File: src/inc/tbk_consts.svh
`ifndef TBK_CONSTS_SVH
`define TBK_CONSTS_SVH

// register byte offsets
`define TBK_OFS_BLOCK_CLOCK_SELECT 8'h04
`define TBK_OFS_TEST_COUNTER_LOAD 8'h40
`define TBK_OFS_TEST_CLOCK_OUTPUT_ENABLE 8'h44
`define TBK_OFS_TEST_STATUS 8'h48

// field positions in block_clock_select
`define TBK_SEL0_LSB 0
`define TBK_SEL1_LSB 2
`define TBK_SEL2_LSB 4
`define TBK_SEL_W 2

// reset values
`define TBK_BLOCK_CLOCK_SELECT_RST 6'h00
`define TBK_CLOCK_OUTPUT_RST 3'h0

// counter preload value for a test load
`define TBK_LOAD_VALUE 16'hfffe

// axi response codes
`define TBK_RESP_OKAY 2'h0
`define TBK_RESP_SLVERR 2'h2

`endif

File: src/inc/tbk_pkg.sv
package tbk_pkg;

  typedef enum logic [1:0] {
    TBK_SEL_PIN = 2'h0,
    TBK_SEL_NONE = 2'h1,
    TBK_SEL_ALT_LO = 2'h2,
    TBK_SEL_ALT_HI = 2'h3
  } tbk_clk_sel_t;

  // write channel states, gray along idle -> resp
  typedef enum logic [1:0] {
    TBK_WR_IDLE = 2'h0,
    TBK_WR_RESP = 2'h1
  } tbk_wr_state_t;

endpackage

File: src/inc/tbk_sel_if.sv
`timescale 1ns/10ps
interface tbk_sel_if;
  tbk_pkg::tbk_clk_sel_t code;
  logic pin;
  logic alt_lo;
  logic alt_hi;
  logic sel_out;

  modport ctrl (
    output code,
    output pin,
    output alt_lo,
    output alt_hi,
    input sel_out
  );

  modport mux (
    input code,
    input pin,
    input alt_lo,
    input alt_hi,
    output sel_out
  );
endinterface

File: src/logic/tbk_clk_sel.sv
`timescale 1ns/10ps
module tbk_clk_sel (
  tbk_sel_if.mux sel
);

  always_comb
  begin
    case (sel.code)
      tbk_pkg::TBK_SEL_PIN: sel.sel_out = sel.pin;
      tbk_pkg::TBK_SEL_ALT_LO: sel.sel_out = sel.alt_lo;
      tbk_pkg::TBK_SEL_ALT_HI: sel.sel_out = sel.alt_hi;
      // no source: held low so the counter sees no edge
      default: sel.sel_out = 1'b0;
    endcase
  end

endmodule // tbk_clk_sel

File: src/logic/tbk_block.sv
// The AXI4-Lite interface to the registers was chosen for this implementation.
`timescale 1ns/10ps
`include "tbk_consts.svh"
module tbk_block #(
  parameter int NCH = 3,
  parameter int ADDR_W = 8,
  parameter int CNT_W = 16
) (
  input wire logic clk_i,
  input wire logic srst_i,
  // axi4-lite slave
  input wire logic [ADDR_W-1:0] s_axi_awaddr_i,
  input wire logic s_axi_awvalid_i,
  output logic s_axi_awready_o,
  input wire logic [31:0] s_axi_wdata_i,
  input wire logic [3:0] s_axi_wstrb_i,
  input wire logic s_axi_wvalid_i,
  output logic s_axi_wready_o,
  output logic [1:0] s_axi_bresp_o,
  output logic s_axi_bvalid_o,
  input wire logic s_axi_bready_i,
  input wire logic [ADDR_W-1:0] s_axi_araddr_i,
  input wire logic s_axi_arvalid_i,
  output logic s_axi_arready_o,
  output logic [31:0] s_axi_rdata_o,
  output logic [1:0] s_axi_rresp_o,
  output logic s_axi_rvalid_o,
  input wire logic s_axi_rready_i,
  // chip-level test mode level, asynchronous
  input wire logic special_function_mode_i,
  // dedicated timer clock pins, asynchronous
  input wire logic [NCH-1:0] timer_clk_pin_i,
  // channel side, same clock
  input wire logic [NCH-1:0] wave_a_out_i,
  input wire logic [NCH-1:0] cnt_clk_en_i,
  input wire logic [NCH-1:0] wave_b_norm_i,
  input wire logic [NCH-1:0] wave_b_norm_oe_n_i,
  output logic [NCH-1:0] ext_clock_o,
  output logic [NCH-1:0] load_counter_o,
  output logic [CNT_W-1:0] load_value_o,
  output logic [NCH-1:0] wave_b_pin_o,
  output logic [NCH-1:0] wave_b_pin_oe_n_o
);

  // ---------------------------------------------------------------
  // input synchronisers
  // ---------------------------------------------------------------
  logic [NCH-1:0] tclk_meta_reg;
  logic [NCH-1:0] tclk_sync_reg;
  logic sfm_meta_reg;
  logic test_mode_reg;

  always_ff @(posedge clk_i)
  begin
    if (srst_i)
    begin
      tclk_meta_reg <= '0;
      tclk_sync_reg <= '0;
      sfm_meta_reg <= 1'b0;
      test_mode_reg <= 1'b0;
    end
    else
    begin
      tclk_meta_reg <= timer_clk_pin_i;
      tclk_sync_reg <= tclk_meta_reg;
      sfm_meta_reg <= special_function_mode_i;
      test_mode_reg <= sfm_meta_reg;
    end
  end

  // ---------------------------------------------------------------
  // write channel
  // ---------------------------------------------------------------
  logic aw_have_reg;
  logic w_have_reg;
  logic [ADDR_W-1:0] aw_addr_reg;
  logic [31:0] w_data_reg;
  logic [3:0] w_strb_reg;
  tbk_pkg::tbk_wr_state_t wr_state_reg;
  logic [1:0] bresp_reg;
  logic wr_fire;
  logic wr_hit_sel;
  logic wr_hit_load;
  logic wr_hit_oclk;
  logic wr_bad;

  assign s_axi_awready_o = !aw_have_reg
    && (wr_state_reg == tbk_pkg::TBK_WR_IDLE);
  assign s_axi_wready_o = !w_have_reg
    && (wr_state_reg == tbk_pkg::TBK_WR_IDLE);
  assign s_axi_bvalid_o = (wr_state_reg == tbk_pkg::TBK_WR_RESP);
  assign s_axi_bresp_o = bresp_reg;

  always_ff @(posedge clk_i)
  begin
    if (srst_i)
    begin
      aw_have_reg <= 1'b0;
      aw_addr_reg <= '0;
    end
    else if (s_axi_awvalid_i && s_axi_awready_o)
    begin
      aw_have_reg <= 1'b1;
      aw_addr_reg <= s_axi_awaddr_i;
    end
    else if (wr_fire)
      aw_have_reg <= 1'b0;
  end

  always_ff @(posedge clk_i)
  begin
    if (srst_i)
    begin
      w_have_reg <= 1'b0;
      w_data_reg <= '0;
      w_strb_reg <= '0;
    end
    else if (s_axi_wvalid_i && s_axi_wready_o)
    begin
      w_have_reg <= 1'b1;
      w_data_reg <= s_axi_wdata_i;
      w_strb_reg <= s_axi_wstrb_i;
    end
    else if (wr_fire)
      w_have_reg <= 1'b0;
  end

  // the write acts once both halves are held, whichever came first
  assign wr_fire = aw_have_reg && w_have_reg
    && (wr_state_reg == tbk_pkg::TBK_WR_IDLE);
  assign wr_hit_sel = (aw_addr_reg == `TBK_OFS_BLOCK_CLOCK_SELECT);
  // test registers are writable only inside test mode; reads are not gated
  assign wr_hit_load = (aw_addr_reg == `TBK_OFS_TEST_COUNTER_LOAD)
    && test_mode_reg;
  assign wr_hit_oclk = (aw_addr_reg == `TBK_OFS_TEST_CLOCK_OUTPUT_ENABLE)
    && test_mode_reg;
  assign wr_bad = !(wr_hit_sel || wr_hit_load || wr_hit_oclk);

  always_ff @(posedge clk_i)
  begin
    if (srst_i)
    begin
      wr_state_reg <= tbk_pkg::TBK_WR_IDLE;
      bresp_reg <= `TBK_RESP_OKAY;
    end
    else
    begin
      case (wr_state_reg)
        tbk_pkg::TBK_WR_IDLE:
        begin
          if (wr_fire)
          begin
            wr_state_reg <= tbk_pkg::TBK_WR_RESP;
            bresp_reg <= wr_bad ? `TBK_RESP_SLVERR : `TBK_RESP_OKAY;
          end
        end
        tbk_pkg::TBK_WR_RESP:
        begin
          if (s_axi_bready_i)
          begin
            wr_state_reg <= tbk_pkg::TBK_WR_IDLE;
          end
        end
        default: wr_state_reg <= tbk_pkg::TBK_WR_IDLE;
      endcase
    end
  end

  // ---------------------------------------------------------------
  // control registers
  // ---------------------------------------------------------------
  logic [3*`TBK_SEL_W-1:0] clk_sel_reg;
  logic [NCH-1:0] clk_out_en_reg;
  logic [NCH-1:0] load_pulse_reg;

  always_ff @(posedge clk_i)
  begin
    if (srst_i)
      clk_sel_reg <= `TBK_BLOCK_CLOCK_SELECT_RST;
    else if (wr_fire && wr_hit_sel && w_strb_reg[0])
      clk_sel_reg <= w_data_reg[3*`TBK_SEL_W-1:0];
  end

  // enables drop with test mode so the pins fall back by themselves
  always_ff @(posedge clk_i)
  begin
    if (srst_i || !test_mode_reg)
      clk_out_en_reg <= `TBK_CLOCK_OUTPUT_RST;
    else if (wr_fire && wr_hit_oclk && w_strb_reg[0])
      clk_out_en_reg <= w_data_reg[NCH-1:0];
  end

  // a one loads, a zero has no effect; one pulse per write
  always_ff @(posedge clk_i)
  begin
    if (srst_i)
      load_pulse_reg <= '0;
    else if (wr_fire && wr_hit_load && w_strb_reg[0])
      load_pulse_reg <= w_data_reg[NCH-1:0];
    else
      load_pulse_reg <= '0;
  end

  assign load_counter_o = load_pulse_reg;
  assign load_value_o = `TBK_LOAD_VALUE;

  // ---------------------------------------------------------------
  // read channel
  // ---------------------------------------------------------------
  logic rvalid_reg;
  logic [31:0] rdata_reg;
  logic [1:0] rresp_reg;
  logic [31:0] rd_word;
  logic rd_bad;

  assign s_axi_arready_o = !rvalid_reg;
  assign s_axi_rvalid_o = rvalid_reg;
  assign s_axi_rdata_o = rdata_reg;
  assign s_axi_rresp_o = rresp_reg;

  always_comb
  begin
    rd_word = '0;
    rd_bad = 1'b0;
    case (s_axi_araddr_i)
      `TBK_OFS_BLOCK_CLOCK_SELECT:
      begin
        rd_word[3*`TBK_SEL_W-1:0] = clk_sel_reg;
      end
      // write-only: reads give zero
      `TBK_OFS_TEST_COUNTER_LOAD: rd_word = '0;
      `TBK_OFS_TEST_CLOCK_OUTPUT_ENABLE: rd_word = '0;
      `TBK_OFS_TEST_STATUS:
      begin
        rd_word[NCH-1:0] = clk_out_en_reg;
        rd_word[8] = test_mode_reg;
      end
      default: rd_bad = 1'b1;
    endcase
  end

  always_ff @(posedge clk_i)
  begin
    if (srst_i)
    begin
      rvalid_reg <= 1'b0;
      rdata_reg <= '0;
      rresp_reg <= `TBK_RESP_OKAY;
    end
    else if (s_axi_arvalid_i && s_axi_arready_o)
    begin
      rvalid_reg <= 1'b1;
      rdata_reg <= rd_word;
      rresp_reg <= rd_bad ? `TBK_RESP_SLVERR : `TBK_RESP_OKAY;
    end
    else if (rvalid_reg && s_axi_rready_i)
    begin
      rvalid_reg <= 1'b0;
    end
  end

  // ---------------------------------------------------------------
  // external clock selection
  // ---------------------------------------------------------------
  logic [NCH-1:0] sel_out;
  logic [NCH-1:0] ext_clk_reg;

  for (genvar i = 0; i < NCH; i++)
  begin : g_sel
    tbk_sel_if sel_bus ();
    // ch0 alts 1,2; ch1 alts 0,2; ch2 alts 0,1
    localparam int LO = (i == 0) ? 1 : 0;
    localparam int HI = (i == 2) ? 1 : 2;
    assign sel_bus.code = tbk_pkg::tbk_clk_sel_t'(
      clk_sel_reg[i*`TBK_SEL_W +: `TBK_SEL_W]);
    assign sel_bus.pin = tclk_sync_reg[i];
    assign sel_bus.alt_lo = wave_a_out_i[LO];
    assign sel_bus.alt_hi = wave_a_out_i[HI];
    assign sel_out[i] = sel_bus.sel_out;
    tbk_clk_sel u_sel (
      .sel (sel_bus.mux)
    );
  end

  always_ff @(posedge clk_i)
  begin
    if (srst_i)
      ext_clk_reg <= '0;
    else
      ext_clk_reg <= sel_out;
  end

  assign ext_clock_o = ext_clk_reg;

  // ---------------------------------------------------------------
  // b pin override
  // ---------------------------------------------------------------
  logic [NCH-1:0] b_pin_reg;
  logic [NCH-1:0] b_oe_n_reg;

  always_ff @(posedge clk_i)
  begin
    if (srst_i)
    begin
      b_pin_reg <= '0;
      b_oe_n_reg <= '1;
    end
    else
    begin
      for (int i = 0; i < NCH; i++)
      begin
        if (clk_out_en_reg[i])
        begin
          b_pin_reg[i] <= cnt_clk_en_i[i];
          b_oe_n_reg[i] <= 1'b0;
        end
        else
        begin
          b_pin_reg[i] <= wave_b_norm_i[i];
          b_oe_n_reg[i] <= wave_b_norm_oe_n_i[i];
        end
      end
    end
  end

  assign wave_b_pin_o = b_pin_reg;
  assign wave_b_pin_oe_n_o = b_oe_n_reg;

endmodule // tbk_block

File: config.mk
export PLATFORM = sky130hd
export DESIGN_NAME = tbk_block
export DESIGN_NICKNAME = d
export VERILOG_FILES = /design/src/inc/tbk_pkg.sv /design/src/inc/tbk_sel_if.sv /design/src/logic/tbk_clk_sel.sv /design/src/logic/tbk_block.sv
export VERILOG_INCLUDE_DIRS = /design/src /design/src/inc
export SDC_FILE = /design/constraint.sdc
export NUM_CORES = 1
export LEC_CHECK = 0
export BUFFER_PORTS_ARGS = -buffer_cell sky130_fd_sc_hd__buf_2
export CORE_MARGIN = 2
export CORE_UTILIZATION = 47
export CTS_CLUSTER_DIAMETER = 150
export DETAILED_ROUTE_END_ITERATION = 10
export HOLD_SLACK_MARGIN = 0.12
export PLACE_DENSITY = 0.88
export REMOVE_ABC_BUFFERS = 1
export SYNTH_ARGS = -nofsm -noshare
export SYNTH_HDL_FRONTEND = slang
export SYNTH_SLANG_ARGS = --single-unit
File: constraint.sdc
create_clock -name clk_i -period 4.6 [get_ports clk_i]
set_input_delay 0.23 -clock clk_i [delete_from_list [all_inputs] [get_ports clk_i]]
set_output_delay 0.23 -clock clk_i [all_outputs]
set_load 0.02 [all_outputs]
==> results of run 1 <==
[kinds of logic after synthesis]
logic type | synth area share
simple gates | 0.225
compound gates | 0.0657
other cells | 0.00292
flops | 0.444
mux | 0.117
buf+inv | 0.146
[metrics by stage]
step / hold WS, ns / cells
final: 0.134 / 425
after global routing: 0.127 / 425
after CTS: 0.121 / 425
after detailed placement: 0.423 / 401
after global placement: 0.421 / 401
after floorplan: 0.299 / 257
[critical path, cell delays in order (launching register included)]
cell                      delay [ns]
sky130_fd_sc_hd__dfxtp_1        0.31
sky130_fd_sc_hd__or4_4          0.58
sky130_fd_sc_hd__nor4_4         0.59
sky130_fd_sc_hd__mux2i_1        0.25
[cell usage in the layout (no fill, tap or decap), drive strengths merged, types with 3 or more instances in the layout]
cell type,instances
nand3,4
nand3b,4
clkbuf,11
o2111ai,3
a21oi,9
and4b,4
o21a,3
inv,5
dfxtp,57
conb,43
nor3b,5
mux2i,30
a21o,3
nor2b,10
nor2,27
buf,74
o31ai,3
nand2b,19
nand2,11
nor4bb,3
dlygate4sd3,8
[layer usage]
layer | vias to the layer above | routed length, um | track usage | share of wire
li1 | 997 | - | - | -
met1 | 878 | 2160 | 0.197 | 0.44
met2 | 79 | 2360 | 0.299 | 0.48
met3 | 8 | 352 | 0.0430 | 0.071
met4 | 0 | 68 | 0.0789 | 0.014
met5 | - | 0 | 0 | 0
[layout make-up]
cell class                      count  area share
Sequential cell                    57       0.363
Clock inverter                      5      0.0247
Inverter                            5     0.00597
Multi-Input combinational cell    195       0.385
Clock buffer                       11      0.0481
Timing Repair Buffer               82       0.146
Tap cell                           70      0.0279
[where the power goes]
part           total, mW  internal [mW]  switching, mW
logic              0.145         0.0550         0.0900
clock network      0.525          0.332          0.192
registers          0.527          0.514         0.0131
total               1.20          0.901          0.295
[how the worst max path moves through the flow]
stage	to
5_1_grt	clk_sel_reg[2]
4_1_cts	clk_sel_reg[3]
3_5_place_dp	clk_sel_reg[3]
2_1_floorplan	aw_addr_reg[0]
6_report	clk_sel_reg[3]
3_3_place_gp	clk_sel_reg[5]
[what timing repair did]
action	4_1_cts	5_1_grt
hold buffers	8	0
setup buffers	0	0
gates resized for setup	0	0
endpoints found under the hold margin	8	0
setup endpoints to repair	0	0
==> flow_summary.html, run 1 <==
<table>
<tr><th>Metric</th><th>Value</th></tr>
<tr><th colspan="2">Routing</th></tr>
<tr><td>Total vias in the final route</td><td>1962</td></tr>
<tr><td>Final routed wire length divided by cell count</td><td>11.6 um</td></tr>
<tr><td>Number of antenna-violating nets in the routed design</td><td>0</td></tr>
<tr><td>Number of remaining DRC errors</td><td>0</td></tr>
<tr><td>DR vias/cell</td><td>4.62</td></tr>
<tr><td>Routed Wire Length</td><td>4.94 mm</td></tr>
<tr><td>Number of design-rule violations left by the first detailed-router iteration</td><td>69</td></tr>
<tr><td>First-pass iteration count of the detailed router</td><td>4</td></tr>
<tr><th colspan="2">Die</th></tr>
<tr><td>Area of the die</td><td>0.00608 mm2</td></tr>
<tr><td>Cell row count</td><td>26</td></tr>
<tr><td>Area of the core region</td><td>0.00520 mm2</td></tr>
<tr><td>Die boundary height</td><td>78.0 um</td></tr>
<tr><td>Number of top-level design ports</td><td>144</td></tr>
<tr><td>Starting density of the core</td><td>0.494</td></tr>
<tr><td>Die Span X</td><td>78.0 um</td></tr>
<tr><th colspan="2">Final layout</th></tr>
<tr><td>Number of antenna repair diodes</td><td>0</td></tr>
<tr><td>Sequential cell area</td><td>0.00114 mm2</td></tr>
<tr><td># fillers</td><td>483</td></tr>
<tr><td>Area grow syn2layout</td><td>22.2%</td></tr>
<tr><td>Final design instance area without fill</td><td>0.00314 mm2</td></tr>
<tr><td>Net count reported at finish</td><td>425</td></tr>
<tr><td>Layout cell share with drive strength beyond 1</td><td>0.268</td></tr>
<tr><td>Final core utilization</td><td>0.604</td></tr>
<tr><td>Footprint of the multi-input gates</td><td>0.00121 mm2</td></tr>
<tr><td>Flip-flop count of the largest register, all copies and words added</td><td>8</td></tr>
<tr><th colspan="2">Placement</th></tr>
<tr><td>DPL Wire Length</td><td>3.49 mm</td></tr>
<tr><td>Buffers added on ports</td><td>71</td></tr>
<tr><td>Global placer's final weighted congestion</td><td>0.819</td></tr>
<tr><td>Post-placement worst setup slack</td><td>2.78 ns</td></tr>
<tr><td>Placed inst area</td><td>0.00284 mm2</td></tr>
<tr><th colspan="2">Synthesis</th></tr>
<tr><td>Share of the yosys chip area belonging to registers</td><td>0.444</td></tr>
<tr><td>Most area-hungry cell type in the Yosys netlist</td><td>sky130_fd_sc_hd__dfxtp_1</td></tr>
<tr><td>Main synth FF type</td><td>sky130_fd_sc_hd__dfxtp_1</td></tr>
<tr><td>Number of flops mapped to enable cells by yosys</td><td>0</td></tr>
<tr><td>Dominant cells by area after synthesis</td><td>sky130_fd_sc_hd__dfxtp_1 (44%), sky130_fd_sc_hd__buf_4 (13%), sky130_fd_sc_hd__mux2i_1 (12%), sky130_fd_sc_hd__nand2b_1 (4.6%), sky130_fd_sc_hd__nor2_1 (3.9%)</td></tr>
<tr><td>Area share of the largest cell type after synthesis</td><td>0.444</td></tr>
<tr><td>Fraction of synthesis flops using an asynchronous set or reset pin</td><td>0</td></tr>
<tr><td>Number of register bits inferred by synthesis</td><td>57</td></tr>
<tr><td>Yosys warning count</td><td>0</td></tr>
<tr><td>Ranking of synthesized cells by instance count</td><td>sky130_fd_sc_hd__dfxtp_1 (57), sky130_fd_sc_hd__buf_4 (43), sky130_fd_sc_hd__mux2i_1 (30)</td></tr>
<tr><td>Average cell area after synthesis</td><td>9.60 um2</td></tr>
<tr><td>Post-synthesis instance area</td><td>0.00257 mm2</td></tr>
<tr><td>Post-Synthesis Cells</td><td>268</td></tr>
<tr><td>Most frequent cell after synthesis</td><td>sky130_fd_sc_hd__dfxtp_1</td></tr>
<tr><td>Number of distinct library cell variants in the gate-level netlist after synthesis</td><td>32</td></tr>
<tr><th colspan="2">Timing</th></tr>
<tr><td>Total negative slack for setup checks</td><td>0 ns</td></tr>
<tr><td>Fin crit share</td><td>0.393</td></tr>
<tr><td>Final setup skew</td><td>0.00918 ns</td></tr>
<tr><td>Final setup violating endpoints</td><td>0</td></tr>
<tr><td>Transition time of the tightest slew-check pin</td><td>0.633 ns</td></tr>
<tr><td>Min setup slack post-route</td><td>2.79 ns</td></tr>
<tr><td>Maximum achievable frequency</td><td>553 MHz</td></tr>
<tr><td>Setup repair after global routing missed its margin</td><td>no</td></tr>
<tr><td>Minimum period implied by the final worst setup slack</td><td>1.81 ns</td></tr>
<tr><td>Final Hold Violating Endpoints</td><td>0</td></tr>
<tr><td>Remaining max-slew budget at the tightest pin</td><td>0.575</td></tr>
<tr><td>Number of slew-limit violations in the final report</td><td>0</td></tr>
<tr><th colspan="2">Clock tree</th></tr>
<tr><td>Clock buffers created by TritonCTS</td><td>9</td></tr>
<tr><td>CTS root buffer</td><td>sky130_fd_sc_hd__clkbuf_8</td></tr>
<tr><td>Clock-pin slew on the worst setup and hold paths</td><td>0.07 ns</td></tr>
<tr><td>CTS tree</td><td>done</td></tr>
<tr><td>CTS sink cnt</td><td>57</td></tr>
<tr><td>CTS HTree Levels</td><td>3</td></tr>
<tr><td>Clock latency on the worst-skew pair</td><td>0.33 ns</td></tr>
<tr><td>Buffers from clock root to sink, at most</td><td>2</td></tr>
<tr><th colspan="2">Global routing</th></tr>
<tr><td>Overall routing resource usage</td><td>0.172</td></tr>
<tr><td>Global-route wire length before repair</td><td>8.20 mm</td></tr>
<tr><td>Via count of the first global-routing pass</td><td>1896</td></tr>
<tr><td>Pin count of the biggest net entering global routing</td><td>60</td></tr>
<tr><td>Number of antenna violations at the first check in global routing</td><td>0</td></tr>
<tr><td>Overflow left after global routing</td><td>0</td></tr>
<tr><th colspan="2">Hold path</th></tr>
<tr><td>Hold path startpoint</td><td>s_axi_awaddr_i[6]</td></tr>
<tr><td>Worst-case hold path end point</td><td>aw_addr_reg[6]</td></tr>
<tr><td>Class of the tightest hold or removal check</td><td>input pin to register</td></tr>
<tr><td>Cell depth of the worst min-delay path</td><td>3</td></tr>
<tr><th colspan="2">Worst setup path</th></tr>
<tr><td>Worst reg2reg path endpoint</td><td>clk_sel_reg[3]</td></tr>
<tr><td>Slack of the worst reg-to-reg path</td><td>2.79 ns</td></tr>
<tr><td>Number of cells on the worst reg-to-reg path</td><td>3</td></tr>
<tr><td>Category of the critical setup timing path</td><td>register to register</td></tr>
<tr><td>Crit path DAT</td><td>2.06 ns</td></tr>
<tr><td>Type of element capturing the critical path</td><td>register</td></tr>
<tr><td>Critical path origin</td><td>aw_addr_reg[1]</td></tr>
<tr><td>Biggest fanout along the worst timing path</td><td>6</td></tr>
<tr><td>Required time of the worst setup path</td><td>4.86 ns</td></tr>
<tr><td>Kind of start point of the critical path</td><td>register</td></tr>
<tr><td>Reg-to-reg startpoint</td><td>aw_addr_reg[1]</td></tr>
<tr><th colspan="2">Status</th></tr>
<tr><td>Status</td><td>complete, no violations</td></tr>
<tr><th colspan="2">Run</th></tr>
<tr><td># Max-Cap Violations</td><td>0</td></tr>
<tr><th colspan="2">Power and ir drop</th></tr>
<tr><td>Power Density</td><td>381 mW/mm2</td></tr>
<tr><td>LEAKAGE</td><td>1.37 nW</td></tr>
<tr><td>Final Power</td><td>1.20 mW</td></tr>
<tr><td>Worst vdd rail ir drop</td><td>256 uV</td></tr>
</table>
(Power assumes the default switching activity.)
==> run 2, diff against run 1 <==
--- a/config.mk
+++ b/config.mk
@@ -8,11 +8,11 @@
 export LEC_CHECK = 0
 export BUFFER_PORTS_ARGS = -buffer_cell sky130_fd_sc_hd__buf_2
 export CORE_MARGIN = 2
-export CORE_UTILIZATION = 47
+export CORE_UTILIZATION = 40
 export CTS_CLUSTER_DIAMETER = 150
 export DETAILED_ROUTE_END_ITERATION = 10
 export HOLD_SLACK_MARGIN = 0.12
-export PLACE_DENSITY = 0.88
+export PLACE_DENSITY = 0.8
 export REMOVE_ABC_BUFFERS = 1
 export SYNTH_ARGS = -nofsm -noshare
 export SYNTH_HDL_FRONTEND = slang
==> constraint.sdc (replaced) <==
create_clock -name clk_i -period 1.5 [get_ports clk_i]
set_input_delay 0.075 -clock clk_i [delete_from_list [all_inputs] [get_ports clk_i]]
set_output_delay 0.075 -clock clk_i [all_outputs]
set_load 0.02 [all_outputs]
==> run 2 against run 1 <==
The run now ends with negative setup slack left. Sequential cell count stayed put. Routed wire length is 9.0% higher. Largest power group unchanged. Sequential share of layout area is 3.6 points lower.
==> flow_summary.html, run 2 (synthesis results as in run 1) <==
<table>
<tr><th>Metric</th><th>Value</th></tr>
<tr><th colspan="2">Clock tree</th></tr>
<tr><td>CTS root buffer</td><td>sky130_fd_sc_hd__clkbuf_8</td></tr>
<tr><td>Clock-pin slew on the worst setup and hold paths</td><td>0.07 ns (about the same)</td></tr>
<tr><td>Clock buffers created by TritonCTS</td><td>9 (unchanged)</td></tr>
<tr><td>CTS HTree Levels</td><td>3 (unchanged)</td></tr>
<tr><td>CTS tree</td><td>done</td></tr>
<tr><td>CTS sink cnt</td><td>57 (unchanged)</td></tr>
<tr><td>Clock latency on the worst-skew pair</td><td>0.34 ns (about the same)</td></tr>
<tr><td>Buffers from clock root to sink, at most</td><td>2 (unchanged)</td></tr>
<tr><th colspan="2">Worst setup path</th></tr>
<tr><td>Biggest fanout along the worst timing path</td><td>4 (-2)</td></tr>
<tr><td>Crit path DAT</td><td>1.87 ns (-0.19 ns)</td></tr>
<tr><td>Slowest library cell on the worst path</td><td>sky130_fd_sc_hd__or4_4</td></tr>
<tr><td>Cells along the critical path</td><td>or4_4 &gt; buf_12 &gt; nor4_4 &gt; buf_4 &gt; mux2i_1</td></tr>
<tr><td>Required time of the worst setup path</td><td>1.77 ns (-3.09 ns)</td></tr>
<tr><td>Kind of start point of the critical path</td><td>register</td></tr>
<tr><td>Category of the critical setup timing path</td><td>register to register</td></tr>
<tr><td>Type of element capturing the critical path</td><td>register</td></tr>
<tr><td>Largest incremental delay on the critical path</td><td>0.58 ns (about the same)</td></tr>
<tr><th colspan="2">Final layout</th></tr>
<tr><td>Net count reported at finish</td><td>459 (+8.0%)</td></tr>
<tr><td>Flip-flop count of the largest register, all copies and words added</td><td>8 (unchanged)</td></tr>
<tr><td>Final core utilization</td><td>0.556 (-0.0478)</td></tr>
<tr><td>Number of antenna repair diodes</td><td>0 (unchanged)</td></tr>
<tr><td>Final design instance area without fill</td><td>0.00349 mm2 (+11%)</td></tr>
<tr><td>Final Non-Filler Cells</td><td>466 (+9.6%)</td></tr>
<tr><td># fillers</td><td>566 (+17%)</td></tr>
<tr><td>Area grow syn2layout</td><td>35.7%</td></tr>
<tr><td>Most used cells in the layout excluding fill and tap cells</td><td>sky130_fd_sc_hd__buf_2 (71), sky130_fd_sc_hd__dfxtp_1 (56), sky130_fd_sc_hd__conb_1 (43), sky130_fd_sc_hd__dlygate4sd3_1 (33), sky130_fd_sc_hd__mux2i_1 (30)</td></tr>
<tr><td>Layout cell share with drive strength beyond 1</td><td>0.275 (+0.00746)</td></tr>
<tr><td>Leading cell type in the layout, fill and taps excluded</td><td>sky130_fd_sc_hd__buf_2</td></tr>
<tr><th colspan="2">Hold path</th></tr>
<tr><td>Class of the tightest hold or removal check</td><td>input pin to register</td></tr>
<tr><th colspan="2">Routing</th></tr>
<tr><td>Total vias in the final route</td><td>2075 (+5.8%)</td></tr>
<tr><td>Number of design-rule violations left by the first detailed-router iteration</td><td>60 (-13%)</td></tr>
<tr><td>Final routed wire length divided by cell count</td><td>11.6 um (-0.57%)</td></tr>
<tr><td>Number of remaining DRC errors</td><td>0 (unchanged)</td></tr>
<tr><td>Routed Wire Length</td><td>5.39 mm (+9.0%)</td></tr>
<tr><td>Number of antenna-violating nets in the routed design</td><td>0 (unchanged)</td></tr>
<tr><td>First-pass iteration count of the detailed router</td><td>4 (unchanged)</td></tr>
<tr><td>DR vias/cell</td><td>4.45 (-3.5%)</td></tr>
<tr><th colspan="2">Die</th></tr>
<tr><td>Area of the die</td><td>0.00709 mm2 (+17%)</td></tr>
<tr><td>Die boundary height</td><td>84.2 um (+8.0%)</td></tr>
<tr><td>Starting density of the core</td><td>0.410 (-0.0844)</td></tr>
<tr><td>Cell row count</td><td>29 (+12%)</td></tr>
<tr><td>Die Span X</td><td>84.2 um (+8.0%)</td></tr>
<tr><td>Area of the core region</td><td>0.00628 mm2 (+21%)</td></tr>
<tr><td>Number of top-level design ports</td><td>144 (unchanged)</td></tr>
<tr><th colspan="2">Power and ir drop</th></tr>
<tr><td>Final Power</td><td>3.58 mW (+200%)</td></tr>
<tr><td>LEAKAGE</td><td>1.52 nW (+10%)</td></tr>
<tr><td>Internal power</td><td>2.62 mW (+190%)</td></tr>
<tr><td>Power Density</td><td>1030 mW/mm2 (+170%)</td></tr>
<tr><td>Net switching fraction of the power</td><td>0.268 (+0.0213)</td></tr>
<tr><td>Net switching component of the power</td><td>0.961 mW (+230%)</td></tr>
<tr><td>Power share of the combinational group</td><td>0.149 (+0.028)</td></tr>
<tr><td>Worst vdd rail ir drop</td><td>542 uV (+110%)</td></tr>
<tr><td>Share of power burned in registers</td><td>0.451 (+0.011)</td></tr>
<tr><td>Proportion of power drawn by the clock network</td><td>0.400 (-0.039)</td></tr>
<tr><th colspan="2">Run</th></tr>
<tr><td># Max-Cap Violations</td><td>0 (unchanged)</td></tr>
<tr><th colspan="2">Timing</th></tr>
<tr><td>Fin crit share</td><td>1.07 (+0.674)</td></tr>
<tr><td>Maximum achievable frequency</td><td>625 MHz (+13%)</td></tr>
<tr><td>Worst hold slack across all endpoints</td><td>0.137 ns (+0.00251 ns)</td></tr>
<tr><td>Min setup slack post-route</td><td>-0.101 ns (-2.89 ns)</td></tr>
<tr><td>Final setup violating endpoints</td><td>7 (+7)</td></tr>
<tr><td>Number of slew-limit violations in the final report</td><td>0 (unchanged)</td></tr>
<tr><td>Final Hold Violating Endpoints</td><td>0 (unchanged)</td></tr>
<tr><td>Minimum period implied by the final worst setup slack</td><td>1.60 ns (-0.209 ns)</td></tr>
<tr><td>Final setup skew</td><td>0.00733 ns (-0.00185 ns)</td></tr>
<tr><td>Setup repair after global routing missed its margin</td><td>yes</td></tr>
<tr><th colspan="2">Global routing</th></tr>
<tr><td>Via count of the first global-routing pass</td><td>1858 (-2.0%)</td></tr>
<tr><td>Pin count of the biggest net entering global routing</td><td>59 (-1.7%)</td></tr>
<tr><td>Overall routing resource usage</td><td>0.154 (-0.0174)</td></tr>
<tr><td>Global-route wire length before repair</td><td>8.54 mm (+4.1%)</td></tr>
<tr><td>Number of antenna violations at the first check in global routing</td><td>0 (unchanged)</td></tr>
<tr><td>Overflow left after global routing</td><td>0 (unchanged)</td></tr>
<tr><th colspan="2">Placement</th></tr>
<tr><td># placed instances</td><td>415 (+3.5%)</td></tr>
<tr><td>Buffers added on ports</td><td>71 (unchanged)</td></tr>
<tr><td>DPL Wire Length</td><td>3.64 mm (+4.3%)</td></tr>
<tr><td>Placed inst area</td><td>0.00291 mm2 (+2.6%)</td></tr>
<tr><td>Global placer's final weighted congestion</td><td>0.815 (-0.45%)</td></tr>
<tr><th colspan="2">Status</th></tr>
<tr><td>Violations in the final reports</td><td>negative setup slack</td></tr>
<tr><td>Status</td><td>complete, but fails checks</td></tr>
</table>
[run 2: cell types whose count changed in the layout (fill, tap and decap cells not counted), moves of 2 or more]
cell and change:
sky130_fd_sc_hd__buf_12 +2, sky130_fd_sc_hd__dlygate4sd3_1 +25, sky130_fd_sc_hd__nor3b_1 -3, sky130_fd_sc_hd__buf_4 +6, sky130_fd_sc_hd__nor3b_2 +3
[run 2: metrics by stage]
step           setup TNS, ns  setup WS, ns
6_report              -0.579        -0.101
5_1_grt                -1.30        -0.150
4_1_cts               -0.353        -0.104
3_5_place_dp           -1.44        -0.179
3_3_place_gp           -1.06        -0.149
2_1_floorplan          -5.86        -0.340
[run 2: power groups by stage]
stage          sequential, mW  combinational, mW  clock, mW
4_1_cts                  1.62              0.508       1.47
2_1_floorplan            1.66              0.263          0
3_5_place_dp             1.65              0.439          0
6_report                 1.62              0.534       1.43
5_1_grt                  1.62              0.581       1.53
3_3_place_gp             1.65              0.432          0
[run 2: repair_timing]
item / 4_1_cts / 5_1_grt
hold buffers: 33 / 0
resized for setup: 6 / 0
cloned: 0 / 0
buffers inserted: 0 / 2
endpoints found under the setup margin: 12 / 13
endpoints found under the hold margin: 31 / 0
pin swaps: 4 / 2
[run 2: layout make-up]
type / instances / area [um2] / share of cell area
multi-input cells: 195 / 1230 / 0.353
flip-flops and latches: 57 / 1140 / 0.327
repair buffers: 116 / 805 / 0.230
clock buffers: 11 / 141 / 0.0405
well taps: 77 / 96.3 / 0.0276
clock inverters: 5 / 55.1 / 0.0158
inverters: 5 / 18.8 / 0.00537
[run 2: worst paths after layout]
kind,start,endpoint,depth (start not counted),slack [ns]
worst max-delay path,aw_addr_reg[1],clk_out_en_reg[0],5,-0.10
worst min-delay path,s_axi_araddr_i[4],s_axi_rdata_o[5],4,0.14
worst max register to register,aw_addr_reg[1],clk_out_en_reg[0],5,-0.10
worst min register to register,tclk_meta_reg[1],tclk_sync_reg[1],1,0.44
[run 2: routing by layer]
layer | GRT usage | share of wire
met1 | 0.189 | 0.44
met2 | 0.247 | 0.48
met3 | 0.0383 | 0.061
met4 | 0.0880 | 0.022
met5 | 0 | 0
[run 2: critical path: cells and delay by family, from the launching register on]
kind                   cells  cell delay, ns
AND/OR/NAND/NOR            2            0.71
buffers and inverters      2            0.32
flip-flops                 1            0.31
multiplexers               1            0.17
